File: config.mk
export PLATFORM = sky130hd
export DESIGN_NAME = srs_status_regs
export DESIGN_NICKNAME = d
export VERILOG_FILES = /design/src/srs_pkg.sv /design/src/srs_flag_cell.sv /design/src/srs_status_regs.sv
export VERILOG_INCLUDE_DIRS = /design/src
export SDC_FILE = /design/constraint.sdc
export NUM_CORES = 1
export LEC_CHECK = 0
export BUFFER_PORTS_ARGS = -buffer_cell sky130_fd_sc_hd__buf_2
export CAP_MARGIN = 40
export CORE_ASPECT_RATIO = 2
export CORE_MARGIN = 5
export CORE_UTILIZATION = 44
export CTS_BUF_LIST = sky130_fd_sc_hd__clkbuf_4 sky130_fd_sc_hd__clkbuf_8 sky130_fd_sc_hd__clkbuf_16
export DETAILED_ROUTE_END_ITERATION = 10
export MAX_ROUTING_LAYER = met4
export PLACE_DENSITY_LB_ADDON = 0.2
export SYNTH_ARGS = -nofsm -noshare
export SYNTH_HDL_FRONTEND = slang
export SYNTH_HIERARCHICAL = 1
export SYNTH_SLANG_ARGS = --single-unit
File: constraint.sdc
create_clock -name clk_i -period 3 [get_ports clk_i]
set_input_delay 0.6 -clock clk_i [delete_from_list [all_inputs] [get_ports clk_i]]
set_output_delay 0.6 -clock clk_i [all_outputs]
set_load 0.01 [all_outputs]
File: src/srs_defs.svh
// Constants for the receiver status register bank
// Operation
// - Upper seven bits of the 15-bit rate ratio read back as a register field.
// - Lower eight bits of the rate ratio read back at offset 0x13.
// - C burst preamble shows at 0x14/0x15 while nonaudio is detected, else zero.
// - D burst preamble shows at 0x16/0x17 while nonaudio is detected, else zero.
// - In per-subframe nonaudio mode 0x16/0x17 carry channel B C preamble.
// - Fault byte at 0x18: validity, emphasis, nonaudio, preamble, CRC, absent, coding, lock.
// - Validity bit follows the validity flag of received subframes.
// - Emphasis bit follows pre-emphasis; after a read, interrupt again only on change.
// - Nonaudio bit follows status bit 1; re-interrupt only on audio return or type change.
// - Preamble-detect bit follows burst detection; re-interrupt only on change.
// - Checksum fault latches until the fault byte is read.
// - Input-absent bit follows stream absence; re-interrupt only on change.
// - Coding or parity fault latches and clears only on a read.
// - Lock bit follows PLL lock; re-interrupt only on change.
// - A mask bit at 1 lets its flag interrupt, at 0 suppresses it.
`ifndef SRS_DEFS_SVH
`define SRS_DEFS_SVH

// Register offsets on the control port
`define SRS_REG_RATIO_HI 7'h12
`define SRS_REG_RATIO_LO 7'h13
`define SRS_REG_PRE_C_HI 7'h14
`define SRS_REG_PRE_C_LO 7'h15
`define SRS_REG_PRE_D_HI 7'h16
`define SRS_REG_PRE_D_LO 7'h17
`define SRS_REG_FAULT 7'h18
`define SRS_REG_MASK 7'h19

// Control port device address, value arbitrary
`define SRS_DEV_ADDR 7'h2a

// Field layout and reset values
`define SRS_RATIO_W 15
`define SRS_RATIO_HI_MSB 14
`define SRS_RATIO_HI_LSB 8
`define SRS_RATIO_LO_MSB 7
`define SRS_BYTE_HI_MSB 15
`define SRS_BYTE_HI_LSB 8
`define SRS_BYTE_LO_MSB 7
`define SRS_MASK_RESET 8'h00
`define SRS_LATCH_BITS 8'h0a
`define SRS_BYTE_BITS 4'h8
`define SRS_FLAG_COUNT 8

`endif

File: src/srs_pkg.sv
// Types shared by the receiver status register bank
package srs_pkg;

   // Receiver status; field order equals bit order of the fault byte
   typedef struct packed {
      logic received_validity_flag;
      logic emphasis;
      logic nonaudio;
      logic burst_nonaudio;
      logic status_checksum_fault;
      logic input_absent_flag;
      logic coding_fault;
      logic pll_lock;
   } srs_rx_status_t;

   // Burst preamble capture from the receiver
   typedef struct packed {
      logic strobe;
      logic subframe_mode;
      logic [15:0] pc;
      logic [15:0] pd;
      logic [15:0] pc_b;
   } srs_burst_t;

   typedef enum logic [2:0] {
      SRS_IDLE,
      SRS_RX,
      SRS_ACK,
      SRS_TX,
      SRS_TXACK
   } srs_port_state_t;

   typedef enum logic [1:0] {
      SRS_PH_DEV,
      SRS_PH_REG,
      SRS_PH_DATA
   } srs_phase_t;

endpackage

File: src/srs_flag_cell.sv
// One bit of the fault byte with its interrupt pending state
`timescale 1ns/1ps
module srs_flag_cell #(
   parameter bit LATCH = 1'b0
) (
   // Clock and reset
   input wire logic clk_i,
   input wire logic reset_i,
   // Source: level, or error pulse when latching
   input wire logic src_i,
   input wire logic retrig_i,
   // Read tracking
   input wire logic snap_i,
   input wire logic done_i,
   // Results
   output logic value_o,
   output logic pend_o
);

   logic val_q, val_d;
   logic pend_q, pend_d;
   logic seen_q, seen_d;
   logic ev;
   logic clr;

   // Event detect and clear; an event always wins over the clear
   always_comb begin
      if (LATCH) begin
         ev = src_i;
      end else begin
         ev = (src_i != val_q) | retrig_i;
      end
      clr = done_i & seen_q & ~ev;
      if (LATCH) begin
         val_d = ev | (val_q & ~clr);
      end else begin
         val_d = src_i;
      end
      pend_d = ev | (pend_q & ~clr);
      // Seen marks that the host already got this state in a snapshot
      seen_d = (snap_i & ~ev) | (seen_q & ~ev & ~done_i);
   end

   // State registers
   always_ff @(posedge clk_i) begin
      if (reset_i) begin
         val_q <= 1'b0;
         pend_q <= 1'b0;
         seen_q <= 1'b0;
      end else begin
         val_q <= val_d;
         pend_q <= pend_d;
         seen_q <= seen_d;
      end
   end

   assign value_o = val_q;
   assign pend_o = pend_q;

endmodule

File: src/srs_status_regs.sv
// Receiver status register bank behind an I2C-compatible control port
`timescale 1ns/1ps
`include "srs_defs.svh"
module srs_status_regs (
   // Clock and reset
   input wire logic clk_i,
   input wire logic reset_i,
   // Control port pins
   input wire logic scl_i,
   input wire logic sda_i,
   output logic sda_o,
   output logic sda_oe_n_o,
   // Receiver and converter status
   input srs_pkg::srs_rx_status_t rx_status_i,
   input srs_pkg::srs_burst_t burst_i,
   input wire logic [`SRS_RATIO_W-1:0] rate_ratio_value_i,
   // Interrupt request
   output logic irq_o
);

   localparam logic [`SRS_FLAG_COUNT-1:0] LatchBits = `SRS_LATCH_BITS;

   // Status holding registers
   logic [`SRS_RATIO_W-1:0] ratio_q, ratio_d;
   logic [7:0] ratio_lo_hold_q, ratio_lo_hold_d;
   logic [15:0] pre_c_q, pre_c_d;
   logic [15:0] pre_d_q, pre_d_d;
   logic [7:0] mask_q, mask_d;
   logic irq_q, irq_d;

   // Control port state
   srs_pkg::srs_port_state_t st_q, st_d;
   srs_pkg::srs_phase_t phase_q, phase_d;
   logic scl_q, sda_q;
   logic [3:0] cnt_q, cnt_d;
   logic [7:0] sh_q, sh_d;
   logic [6:0] ptr_q, ptr_d;
   logic rw_q, rw_d;
   logic mack_q, mack_d;
   logic oe_n_q, oe_n_d;
   logic flags_rd_q, flags_rd_d;

   // Per-cycle strobes
   logic scl_rise, scl_fall, start_seen, stop_seen;
   logic load, wr_en, snap, done;
   logic [7:0] rdata;
   logic [`SRS_FLAG_COUNT-1:0] flag_src, flag_retrig, flag_val, flag_pend;

   // Bus line edges; pins are synchronous to clk_i so no synchroniser
   assign scl_rise = scl_i & ~scl_q;
   assign scl_fall = ~scl_i & scl_q;
   assign start_seen = scl_i & scl_q & sda_q & ~sda_i;
   assign stop_seen = scl_i & scl_q & ~sda_q & sda_i;

   // Read data for the current pointer; unmapped offsets read zero
   always_comb begin
      case (ptr_q)
         `SRS_REG_RATIO_HI: rdata = {1'b0, ratio_q[`SRS_RATIO_HI_MSB:`SRS_RATIO_HI_LSB]};
         `SRS_REG_RATIO_LO: rdata = ratio_lo_hold_q;
         `SRS_REG_PRE_C_HI: rdata = pre_c_q[`SRS_BYTE_HI_MSB:`SRS_BYTE_HI_LSB];
         `SRS_REG_PRE_C_LO: rdata = pre_c_q[`SRS_BYTE_LO_MSB:0];
         `SRS_REG_PRE_D_HI: rdata = pre_d_q[`SRS_BYTE_HI_MSB:`SRS_BYTE_HI_LSB];
         `SRS_REG_PRE_D_LO: rdata = pre_d_q[`SRS_BYTE_LO_MSB:0];
         `SRS_REG_FAULT: rdata = flag_val;
         `SRS_REG_MASK: rdata = mask_q;
         default: rdata = 8'h00;
      endcase
   end

   // Control port sequencer: address, register pointer, then data bytes
   always_comb begin
      st_d = st_q;
      phase_d = phase_q;
      cnt_d = cnt_q;
      sh_d = sh_q;
      ptr_d = ptr_q;
      rw_d = rw_q;
      mack_d = mack_q;
      oe_n_d = oe_n_q;
      flags_rd_d = flags_rd_q;
      load = 1'b0;
      wr_en = 1'b0;
      done = 1'b0;
      if (start_seen) begin
         // Start or repeated start always restarts address reception
         st_d = srs_pkg::SRS_RX;
         phase_d = srs_pkg::SRS_PH_DEV;
         cnt_d = 4'h0;
         oe_n_d = 1'b1;
      end else if (stop_seen) begin
         st_d = srs_pkg::SRS_IDLE;
         oe_n_d = 1'b1;
      end else begin
         case (st_q)
            srs_pkg::SRS_IDLE: begin
               oe_n_d = 1'b1;
            end
            srs_pkg::SRS_RX: begin
               if (scl_rise && cnt_q != `SRS_BYTE_BITS) begin
                  sh_d = {sh_q[6:0], sda_i};
                  cnt_d = cnt_q + 4'h1;
               end else if (scl_fall && cnt_q == `SRS_BYTE_BITS) begin
                  st_d = srs_pkg::SRS_ACK;
                  oe_n_d = 1'b0;
                  case (phase_q)
                     srs_pkg::SRS_PH_DEV: begin
                        rw_d = sh_q[0];
                        if (sh_q[7:1] != `SRS_DEV_ADDR) begin
                           // Not our address: stay off the bus until next start
                           st_d = srs_pkg::SRS_IDLE;
                           oe_n_d = 1'b1;
                        end
                     end
                     srs_pkg::SRS_PH_REG: begin
                        ptr_d = sh_q[6:0];
                     end
                     default: begin
                        wr_en = 1'b1;
                        ptr_d = ptr_q + 7'h01;
                     end
                  endcase
               end
            end
            srs_pkg::SRS_ACK: begin
               if (scl_fall) begin
                  cnt_d = 4'h0;
                  if (phase_q == srs_pkg::SRS_PH_DEV && rw_q) begin
                     load = 1'b1;
                     st_d = srs_pkg::SRS_TX;
                  end else begin
                     oe_n_d = 1'b1;
                     st_d = srs_pkg::SRS_RX;
                     if (phase_q == srs_pkg::SRS_PH_DEV) begin
                        phase_d = srs_pkg::SRS_PH_REG;
                     end else begin
                        phase_d = srs_pkg::SRS_PH_DATA;
                     end
                  end
               end
            end
            srs_pkg::SRS_TX: begin
               if (scl_rise) begin
                  cnt_d = cnt_q + 4'h1;
               end else if (scl_fall) begin
                  if (cnt_q == `SRS_BYTE_BITS) begin
                     // Byte fully shifted out: the read counts as complete here
                     oe_n_d = 1'b1;
                     st_d = srs_pkg::SRS_TXACK;
                     done = flags_rd_q;
                     flags_rd_d = 1'b0;
                  end else begin
                     sh_d = {sh_q[6:0], 1'b0};
                     oe_n_d = sh_q[6];
                  end
               end
            end
            srs_pkg::SRS_TXACK: begin
               if (scl_rise) begin
                  mack_d = ~sda_i;
                  cnt_d = 4'h0;
               end else if (scl_fall) begin
                  if (mack_q) begin
                     load = 1'b1;
                     st_d = srs_pkg::SRS_TX;
                  end else begin
                     st_d = srs_pkg::SRS_IDLE;
                  end
               end
            end
            default: begin
               st_d = srs_pkg::SRS_IDLE;
               oe_n_d = 1'b1;
            end
         endcase
      end
      // Loading a byte drives its top bit and moves the pointer on
      if (load) begin
         sh_d = rdata;
         oe_n_d = rdata[7];
         ptr_d = ptr_q + 7'h01;
         flags_rd_d = (ptr_q == `SRS_REG_FAULT);
      end
   end

   // Snapshot of the fault byte happens as it is loaded for shifting
   assign snap = load & (ptr_q == `SRS_REG_FAULT);

   // Control port registers
   always_ff @(posedge clk_i) begin
      if (reset_i) begin
         st_q <= srs_pkg::SRS_IDLE;
         phase_q <= srs_pkg::SRS_PH_DEV;
         scl_q <= 1'b1;
         sda_q <= 1'b1;
         cnt_q <= 4'h0;
         sh_q <= 8'h00;
         ptr_q <= 7'h00;
         rw_q <= 1'b0;
         mack_q <= 1'b0;
         oe_n_q <= 1'b1;
         flags_rd_q <= 1'b0;
      end else begin
         st_q <= st_d;
         phase_q <= phase_d;
         scl_q <= scl_i;
         sda_q <= sda_i;
         cnt_q <= cnt_d;
         sh_q <= sh_d;
         ptr_q <= ptr_d;
         rw_q <= rw_d;
         mack_q <= mack_d;
         oe_n_q <= oe_n_d;
         flags_rd_q <= flags_rd_d;
      end
   end

   // Status capture, mask write and interrupt gating
   always_comb begin
      ratio_d = rate_ratio_value_i;
      ratio_lo_hold_d = ratio_lo_hold_q;
      // Reading the high byte freezes the low byte so the pair is coherent
      if (load && ptr_q == `SRS_REG_RATIO_HI) begin
         ratio_lo_hold_d = ratio_q[`SRS_RATIO_LO_MSB:0];
      end else if (!(st_q == srs_pkg::SRS_TX || st_q == srs_pkg::SRS_TXACK)) begin
         ratio_lo_hold_d = ratio_q[`SRS_RATIO_LO_MSB:0];
      end
      pre_c_d = pre_c_q;
      pre_d_d = pre_d_q;
      if (!rx_status_i.burst_nonaudio) begin
         pre_c_d = 16'h0000;
         pre_d_d = 16'h0000;
      end else if (burst_i.strobe) begin
         pre_c_d = burst_i.pc;
         if (burst_i.subframe_mode) begin
            pre_d_d = burst_i.pc_b;
         end else begin
            pre_d_d = burst_i.pd;
         end
      end
      mask_d = mask_q;
      if (wr_en && ptr_q == `SRS_REG_MASK) begin
         mask_d = sh_q;
      end
      irq_d = |(flag_pend & mask_q);
   end

   // Status registers
   always_ff @(posedge clk_i) begin
      if (reset_i) begin
         ratio_q <= '0;
         ratio_lo_hold_q <= 8'h00;
         pre_c_q <= 16'h0000;
         pre_d_q <= 16'h0000;
         mask_q <= `SRS_MASK_RESET;
         irq_q <= 1'b0;
      end else begin
         ratio_q <= ratio_d;
         ratio_lo_hold_q <= ratio_lo_hold_d;
         pre_c_q <= pre_c_d;
         pre_d_q <= pre_d_d;
         mask_q <= mask_d;
         irq_q <= irq_d;
      end
   end

   // Flag sources; a new burst type while nonaudio re-arms that bit
   always_comb begin
      flag_src = rx_status_i;
      flag_retrig = 8'h00;
      flag_retrig[5] = rx_status_i.nonaudio & burst_i.strobe & (burst_i.pc != pre_c_q);
   end

   // One cell per fault bit; latching kinds hold errors until read
   for (genvar i = 0; i < `SRS_FLAG_COUNT; i++) begin : g_flag
      srs_flag_cell #(
         .LATCH(LatchBits[i])
      ) u_cell (
         .clk_i(clk_i),
         .reset_i(reset_i),
         .src_i(flag_src[i]),
         .retrig_i(flag_retrig[i]),
         .snap_i(snap),
         .done_i(done),
         .value_o(flag_val[i]),
         .pend_o(flag_pend[i])
      );
   end

   // Open-drain data line only ever pulls low
   assign sda_o = 1'b0;
   assign sda_oe_n_o = oe_n_q;
   assign irq_o = irq_q;

endmodule

; ---- After elaboration in Yosys (flattened, before gate mapping)
; Cells that the tools add are included.
[totals]
reg_bits = 118
latch_bits = 0
mem_bits_rw = 0
mem_bits_ro = 0
elab_cells = 321
n_memories = 0
[classes]
add_sub_neg = 2
mul = 0
n_div = 0
n_lt_le_gt_ge = 0
eq_ne = 60
n_shift = 0
muxes = 80
bitwise = 107
reduce_logical = 30
[ops]
columns = op, n
row1 = $mux W8, 9
row2 = $pmux W8 S8, 1
row3 = $and A1 B1 Y1, 60
row4 = $eq A7 B5 Y1 const B, 8
row5 = $mux W7, 6
row6 = $mux W1, 40
row7 = $ne A4 B4 Y1 const B, 10
row8 = $ne A5 B5 Y1 const B, 6
row9 = $ne A2 B2 Y1 const B, 14
row10 = $not A1 Y1, 27
row11 = $mux W3, 8
row12 = $reduce_and A6 Y1, 4
row13 = $or A1 B1 Y1, 19
row14 = $reduce_and A9 Y1, 2
row15 = $mux W16, 1
row16 = $mux W4, 4
row17 = $ne A16 B16 Y1, 1
row18 = $pmux W4 S4, 1
row19 = $pmux W8 S2, 1
row20 = $ne A3 B3 Y1 const B, 5
row21 = $pmux W3 S5, 1
row22 = $pmux W7 S2, 1
row23 = $reduce_and A7 Y1, 2
row24 = $mux W2, 5
row25 = other kinds (24), 43

; ---- Depth between registers and ports, before layout
; Gate-level depths: netlist of run 1.
[depth]
ltp_word = 12
mapped_depth = 8
mapped_depth_nobuf = 8

; ---- Modules after synthesis
; Netlist of run 1, hierarchy kept.
[modules_own_cells]
columns = module, n_inst, cells_each, area_per_inst_um2, seq_area_each_um2
row1 = srs_status_regs, 1, 555, 4993.5, 1881.8
row2 = srs_flag_cell (g_flag[0].u_cell ...), 6, 11, 115.1, 60.1
row3 = srs_flag_cell (g_flag[1].u_cell ...), 2, 11, 111.4, 60.1

; ---- Worst setup path before layout of run 1
; No wires, ideal clock.
[synth_path]
path_type = input -> register
start = input port scl_i
end = register g_flag[0].u_cell.seen_q
t_arrival_ns = 2.037
t_required_ns = 2.884
setup_slack_ns = 0.847
cell_stages = 7
path_buffers = 1
cell_sequence = nand2b_1 -> buf_2 -> nor2_1 -> nand2_1 -> nor2_1 -> nor2b_1 -> o211a_1
[synth_via]
elab_chain_len = 10
elab_cells_between_ends = 24
[synth_rtl]
columns = element, line_no
row1 = "start, declared", srs_status_regs.sv:9  ; input wire logic scl_i,
row2 = $not A1 Y1, srs_status_regs.sv:51  ; assign scl_fall = ~scl_i & scl_q;
row3 = $and A1 B1 Y1, srs_status_regs.sv:51
row4 = $mux W1, srs_status_regs.sv:144  ; end else if (scl_fall) begin
row5 = $mux W1, srs_status_regs.sv:142  ; if (scl_rise) begin
row6 = $mux W1, srs_status_regs.sv:94  ; case (st_q)
row7 = $mux W1, srs_status_regs.sv:90  ; end else if (stop_seen) begin
row8 = $mux W1 *, srs_status_regs.sv:84  ; if (start_seen) begin
row9 = net done, srs_status_regs.sv:45  ; logic load, wr_en, snap, done;
row10 = $not A1 Y1 *, srs_flag_cell.sv:41  ; seen_d = (snap_i & ~ev) | (seen_q & ~ev & ~done_i);
row11 = $and A1 B1 Y1 *, srs_flag_cell.sv:41
row12 = $or A1 B1 Y1 *, srs_flag_cell.sv:41
row13 = "end signal, assigned", srs_flag_cell.sv:53  ; seen_q <= seen_d;
row14 = "end, declared", srs_flag_cell.sv:22  ; logic seen_q, seen_d;
; The timed path passes the listed nets; every way through them passes the cells marked *.
; A chain may end at the register's enable or synchronous reset.

; ---- Final worst setup path of run 1
[layout_path]
start = register ptr_q[0]
end = register sh_q[7]
[layout_via]
elab_chain_len = 3
elab_cells_between_ends = 10
[layout_rtl]
columns = element, line_no
row1 = "start, declared", srs_status_regs.sv:37  ; logic [6:0] ptr_q, ptr_d;
row2 = "start signal, assigned", srs_status_regs.sv:209  ; ptr_q <= ptr_d;
row3 = $eq A7 B5 Y1, srs_status_regs.sv:57  ; case (ptr_q)
row4 = $pmux W8 S8 *, srs_status_regs.sv:57
row5 = $mux W8 *, srs_status_regs.sv:177  ; if (load) begin
row6 = "end signal, assigned", srs_status_regs.sv:196  ; sh_q <= 8'h00;
row7 = "end signal, assigned", srs_status_regs.sv:208  ; sh_q <= sh_d;
row8 = "end, declared", srs_status_regs.sv:36  ; logic [7:0] sh_q, sh_d;
; Mark *: on every way between the ends. The rest lies on a longest branch, timed or not.

==> results.txt, run 1 <==
Share of synthesized flip-flops with an asynchronous set or reset: 0%
Starting Density: 44.5%
Mux cell area share after synthesis: 9.74%
Clock power share: 54.4%
Max frequency: 420 MHz
Vias per cell: 5.68
P_sw: 0.917 mW
Leakage: 3.00 nW
Register Area: 2360 um^2
Sum Neg Setup Slack: 0 ps
CTS sink count: 118
Largest net degree at the start of global routing: 40
Complex-gate fraction of the synthesized area: 21.3%
I/O pin count: 80
Std-Cell Core Area: 13,300 um^2
GRT overflow: 0
Worst-skew pair later-pin latency: 410 ps
Max-Cap Viols: 0
Worst-margin pin slew: 621 ps
Routability cong.: 0.962
Synth Warn #: 6
Worst vdd ir: 0.000389 V
Rows: 60
Comb power frac: 6.3%
# diodes: 0
# H-tree levels: 4
Die Wd: 91.9 um
CTS clk-pin slew, worst paths: 60 ps
Post-CTS Resized: 0
Worst-path cell chain: ha_1 -> nor4bb_4 -> and2_0 -> a221o_1 -> nand2_1 -> a311oi_1
Arrival time worst endpoint: 2700 ps
Residual DRC: 0
Seq pwr share: 39.3%
Critical-path maximum fanout: 10
Fillers: 1,193
Most common cell in the netlist: dfxtp_1
Synth unique cells: 72
Fin crit period: 2380 ps
Synth Area in XOR/XNOR: 3.86%
Final period util: 79.4%
Sw Share: 21.7%
Largest family of logic cells by synthesized area: compound AO/OA/AOI/OAI gates
Yosys top cell by area: dfxtp_1
Crit Path Class: register to register
First-pass GRT wire length: 25.4 mm
Worst Path Required: 3320 ps
Multi-input logic area: 3350 um^2
Port bufs: 78
Iter 0 DRT Violations: 425
Drt first pass iters: 5
Clock buffer count from CTS: 17
Worst hold path class: input pin to register
Total power: 4.23 mW
Initial antenna violation count: 0
Hold Vio Cnt, Final: 0
Power Internal: 3.31 mW
Post-synth top cells: dfxtp_1, nor2_1, mux2i_1, nor2b_1, a21oi_1
DR WL/cell: 17.9 um
Clock tree buffer depth: 2
Vias in the first global route: 4,916
Mapped Avg Cell Area: 9.19 um^2
# hold bufs at CTS: 0
Critical path's slowest cell: nor4bb_4
Die area: 16,000 um^2
Synthesis-stage register bit count: 118
HPWL Detailed: 11.6 mm
Pins Over Slew Limit: 0
Sequential share of the synthesized area: 40.0%
Layout cells sized above 1: 19.4%
TritonCTS clock tree: done
Adder and majority gate portion of the synthesized area: 1.27%
Status: finished, final reports clean
Total track usage: 20.8%
Pwr Density: 594 nW/um^2
Crit start category: register
Via count: 5,075
Synthesized cell area: 5910 um^2
Clk_skew: 7.37 ps
Post-Synth Simple-Gate Area: 19.8%
Most used flip-flop cell after synthesis: dfxtp_1
Max_slew headroom: 58.6%
EDFF count, synth: 0
Die H: 174 um
Routed WL: 16.0 mm
Final net count: 808
Setup Viol. Count Final: 0
Antenna-violating nets left: 0
CP max stage delay: 460 ps
Unrepaired setup endpoints after global routing: no
Synth area leaders: dfxtp_1, mux2i_1, nor2_1
Post-synthesis instance total: 643
Area share of the largest cell type after synthesis: 40.0%
Area grow syn2layout: 20.6%
Root Buffer Master: clkbuf_16
Setup bufs post-CTS: 0
Element type at the critical path end: register
-- through the flow --
stage	setup slack, ps	util [%]	instance area (um^2)	instances	hold slack (ps)
after floorplan	847	-	5940	653	437
after global placement	685	48.5	6450	861	442
after detailed placement	652	48.5	6450	861	452
after CTS	640	53.6	7120	893	384
after global routing	428	53.6	7120	893	386
final	617	53.6	7120	893	400
-- registers in the layout, indices dropped and copies added (netlist names), 3 cells and up --
name                   count
g_flag.u_cell/pend_o       8
g_flag.u_cell/seen_q       8
ratio_q                   15
ptr_q                      7
ratio_lo_hold_q            8
g_flag.u_cell/value_o      8
cnt_q                      4
mask_q                     8
pre_d_q                   16
st_q                       3
sh_q                       8
pre_c_q                   16
-- final cells by class --
class	instances	share of cell area (%)
multi-input combinational	482	47.0
timing repair buffer	90	6.75
tap	155	2.72
clock inverter	11	2.72
inverter	16	0.843
clock buffer	21	6.75
sequential	118	33.2
-- final timing paths --
| kind | to | cells past startpoint | slack, ps | start |
|---|---|---|---|---|
| hold reg to reg | ratio_lo_hold_q[3]$_SDFFE_PP0P_ | 2 | 460 | ratio_q[3]$_SDFF_PP0_ |
| hold / removal | ratio_q[0]$_SDFF_PP0_ | 2 | 400 | rate_ratio_value_i[0] |
| setup reg to reg | sh_q[7]$_SDFFE_PP0P_ | 6 | 620 | ptr_q[0]$_SDFFE_PP0P_ |
| setup / recovery | sh_q[7]$_SDFFE_PP0P_ | 6 | 620 | ptr_q[0]$_SDFFE_PP0P_ |
-- cells in the final DEF (no fill, tap or decap), drive strengths merged, types with 16 or more instances in the layout --
cell,synthesis,layout
mux2i,53,53
inv,16,17
xor2,16,16
clkbuf,21,21
a211oi,20,20
nor2,82,82
nor2b,34,34
o21ai,23,23
dfxtp,118,118
a21oi,28,28
buf,16,90
-- power by group through the flow --
| stage | Sequential [mW] | Clock [mW] | Combinational (mW) |
|---|---|---|---|
| floorplan | 1.68 | 0 | 0.174 |
| global placement | 1.70 | 0 | 0.263 |
| detailed placement | 1.70 | 0 | 0.266 |
| CTS | 1.66 | 2.32 | 0.267 |
| global route | 1.67 | 2.41 | 0.298 |
| finish | 1.66 | 2.30 | 0.266 |
-- cell families (layout without fill, tap and decap cells) --
logic type / count (synthesis) / count (layout)
fa+ha+maj: 6 / 6
compound gates: 169 / 169
xor+xnor: 26 / 26
other cells: 1 / 11
simple gates: 213 / 213
mux: 57 / 57
flops: 118 / 118
buf+inv: 53 / 138
-- critical path, delay by kind of cell, from the launching register on --
family / cells / cell delay (ps)
compound gates: 2 / 500
fa+ha+maj: 1 / 430
flops: 1 / 420
simple gates: 3 / 940
-- per-layer routing --
| layer | global-route usage [%] | routed length [um] | up-vias |
|---|---|---|---|
| met1 | 24.0 | 6600 | 2376 |
| met2 | 35.0 | 8220 | 162 |
| li1 | - | - | 2507 |
| met4 | 8.56 | 447 | 0 |
| met3 | 4.08 | 727 | 30 |
| met5 | - | 0 | - |
(Power assumes the default switching activity.)
==> run 2: changes to the inputs <==
==> constraint.sdc (replaced) <==
create_clock -name clk_i -period 2.2 [get_ports clk_i]
set_input_delay 0.44 -clock clk_i [delete_from_list [all_inputs] [get_ports clk_i]]
set_output_delay 0.44 -clock clk_i [all_outputs]
set_load 0.01 [all_outputs]
==> run 2 against run 1 <==
Clock skew increased by 1.5 ps. Critical endpoint is now mask_q[1]$_SDFFE_PP0P_. Non-clock buffer count increased by 22. Clock power increased by 20%. Core utilization increased by 1.1 points. Highest routed layer unchanged. Combinational power increased by 42%. Power increased by 28%.
==> results.txt, run 2 (same netlist as run 1, synthesis figures left out) <==
Placement Cell Area: 6610 um^2 (+2.4%)
Worst hold path class: input pin to register
Via count: 5,123 (+0.95%)
Hold Crit Depth: 2 (unchanged)
Routed WL: 16.3 mm (+2.0%)
Worst r2r src: st_q[0]$_SDFFE_PP0P_
Max-Cap Viols: 0 (unchanged)
Final period util: 95.3% (+16 points)
Rows: 60 (unchanged)
Post-Layout Inst Area: 7270 um^2 (+2.1%)
Final WS setup: 104 ps (-513 ps)
Routability cong.: 0.973 (+1.1%)
# diodes: 0 (unchanged)
R2R Path End: mask_q[1]$_SDFFE_PP0P_
Top Registers: pre_c_q: 16 flops, pre_d_q: 16 flops, ratio_q: 15 flops
Std-Cell Core Area: 13,300 um^2 (unchanged)
Crit Path Class: register to register
Final net count: 830 (+2.7%)
Clock buffer count from CTS: 17 (unchanged)
Iter 0 DRT Violations: 400 (-5.9%)
Die Wd: 91.9 um (unchanged)
Pins Over Slew Limit: 0 (unchanged)
First-pass GRT wire length: 25.7 mm (+1.0%)
CTS clk-pin slew, worst paths: 60 ps (about the same)
Arrival time worst endpoint: 2380 ps (-320 ps)
Setup Viol. Count Final: 0 (unchanged)
Status: finished, final reports clean
Commonest non-fill, non-tap cell in the layout: dfxtp_1
GRT overflow: 0 (unchanged)
Multi-input logic area: 3400 um^2 (+1.4%)
Pwr Density: 743 nW/um^2 (+25%)
HPWL Detailed: 12.1 mm (+3.9%)
Register Area: 2360 um^2 (about the same)
Worst vdd ir: 0.000560 V (+44%)
Initial antenna violation count: 0 (unchanged)
Area grow syn2layout: 23.1%
Worst-skew pair later-pin latency: 410 ps (about the same)
Die H: 174 um (unchanged)
Crit start category: register
Hold WS: 238 ps (-162 ps)
# hold bufs at CTS: 0 (unchanged)
Critical-path maximum fanout: 8 (-2)
Residual DRC: 0 (unchanged)
Total track usage: 20.9% (+0.034 points)
Pre-CTS setup slack: -1.93 ps (-654 ps)
Sum Neg Setup Slack: 0 ps (unchanged)
Clock tree buffer depth: 2 (unchanged)
Reg2reg path depth: 5 (-1)
R2r setup slk: 100 ps (-510 ps)
Antenna-violating nets left: 0 (unchanged)
Max frequency: 477 MHz (+14%)
Drt first pass iters: 5 (unchanged)
Root Buffer Master: clkbuf_16
CTS sink count: 118 (unchanged)
Unrepaired setup endpoints after global routing: yes
Leakage: 3.08 nW (+2.9%)
Worst hold endpoint: ratio_q[4]$_SDFF_PP0_
Largest net degree at the start of global routing: 38 (-5.0%)
Starting Density: 44.5% (unchanged)
DR WL/cell: 17.8 um (-0.49%)
Fillers: 1,227 (+2.8%)
Port bufs: 78 (unchanged)
Fin crit period: 2100 ps (-287 ps)
# H-tree levels: 4 (unchanged)
Clk_skew: 8.91 ps (+1.55 ps)
TritonCTS clock tree: done
Vias in the first global route: 4,969 (+1.1%)
Hold_sp: rate_ratio_value_i[4]
Vias per cell: 5.60 (-1.5%)
Most frequent cells in the layout: dfxtp_1, nor2_1, buf_2
Element type at the critical path end: register
Hold Vio Cnt, Final: 0 (unchanged)
Max_slew headroom: 61.5% (+2.9 points)
Worst-margin pin slew: 577 ps (-43.8 ps)
Die area: 16,000 um^2 (unchanged)
Worst Path Required: 2480 ps (-840 ps)
I/O pin count: 80 (unchanged)
Layout cells sized above 1: 22.8% (+3.4 points)
-- run 2: changes by cell type in the layout (fill, tap and decap cells not counted), moves of 2 or more --
cell and delta:
nor3b_2 -2, nor3b_4 +2, clkinv_4 +2, clkinv_2 +2, bufinv_16 -3, nor3_1 -2
buf_4 +21, nor3_2 +2
-- run 2: routing by layer --
metal / up-vias / track usage [%] / part of all wire [%]
li1: 2541 / - / -
met5: - / - / 0
met4: 0 / 7.44 / 1.9
met1: 2414 / 24.6 / 41
met2: 144 / 35.4 / 53
met3: 24 / 3.48 / 4.1
-- run 2: how the worst max path moves through the flow --
stage	cells past startpoint	from	end	slack (ps)
after detailed placement	6	ptr_q[0]$_SDFFE_PP0P_	ratio_lo_hold_q[1]$_SDFFE_PP0P_	-2
after global placement	6	sda_i	sh_q[1]$_SDFFE_PP0P_	60
after floorplan	8	cnt_q[0]$_SDFFE_PP0P_	g_flag[0].u_cell/seen_q$_SDFF_PP0_	190
final	5	st_q[0]$_SDFFE_PP0P_	mask_q[1]$_SDFFE_PP0P_	100
after global routing	7	cnt_q[0]$_SDFFE_PP0P_	sh_q[4]$_SDFFE_PP0P_	-9
after CTS	6	ptr_q[0]$_SDFFE_PP0P_	ratio_lo_hold_q[1]$_SDFFE_PP0P_	5
-- run 2: layout make-up --
cell class                 instances  area share [%]
multi-input combinational        482            46.7
sequential                       118            32.5
timing repair buffer             112            9.05
clock buffer                      21            6.52
tap                              155            2.67
clock inverter                    11            1.70
inverter                          16           0.826
-- run 2: what timing repair did --
action | 4_1_cts | 5_1_grt
setup endpoints to repair | 0 | 29
endpoints found under the hold margin | 0 | 0
buffers inserted | 0 | 1
gates resized for setup | 0 | 11
-- run 2: worst max-delay path, stage by stage (launching register included) --
cell     delay (ps)
dfxtp_1         540
or3b_1          480
nor3_2          230
nand4_2         370
mux2i_1         300
nor2_1           60
-- run 2: report_power, final --
group          internal [mW]  switching (mW)  total [mW]
Sequential              2.21          0.0569        2.27
Clock                   1.77           0.986        2.75
Combinational          0.185           0.193       0.378
-- run 2: per-stage QoR --
| stage | instances | total power [mW] | utilization [%] |
|---|---|---|---|
| after floorplan | 653 | 2.52 | - |
| after global placement | 881 | 2.68 | 49.7 |
| after detailed placement | 882 | 2.69 | 49.7 |
| after CTS | 914 | 5.44 | 54.2 |
| after global routing | 915 | 5.59 | 54.7 |
| final | 915 | 5.40 | 54.7 |
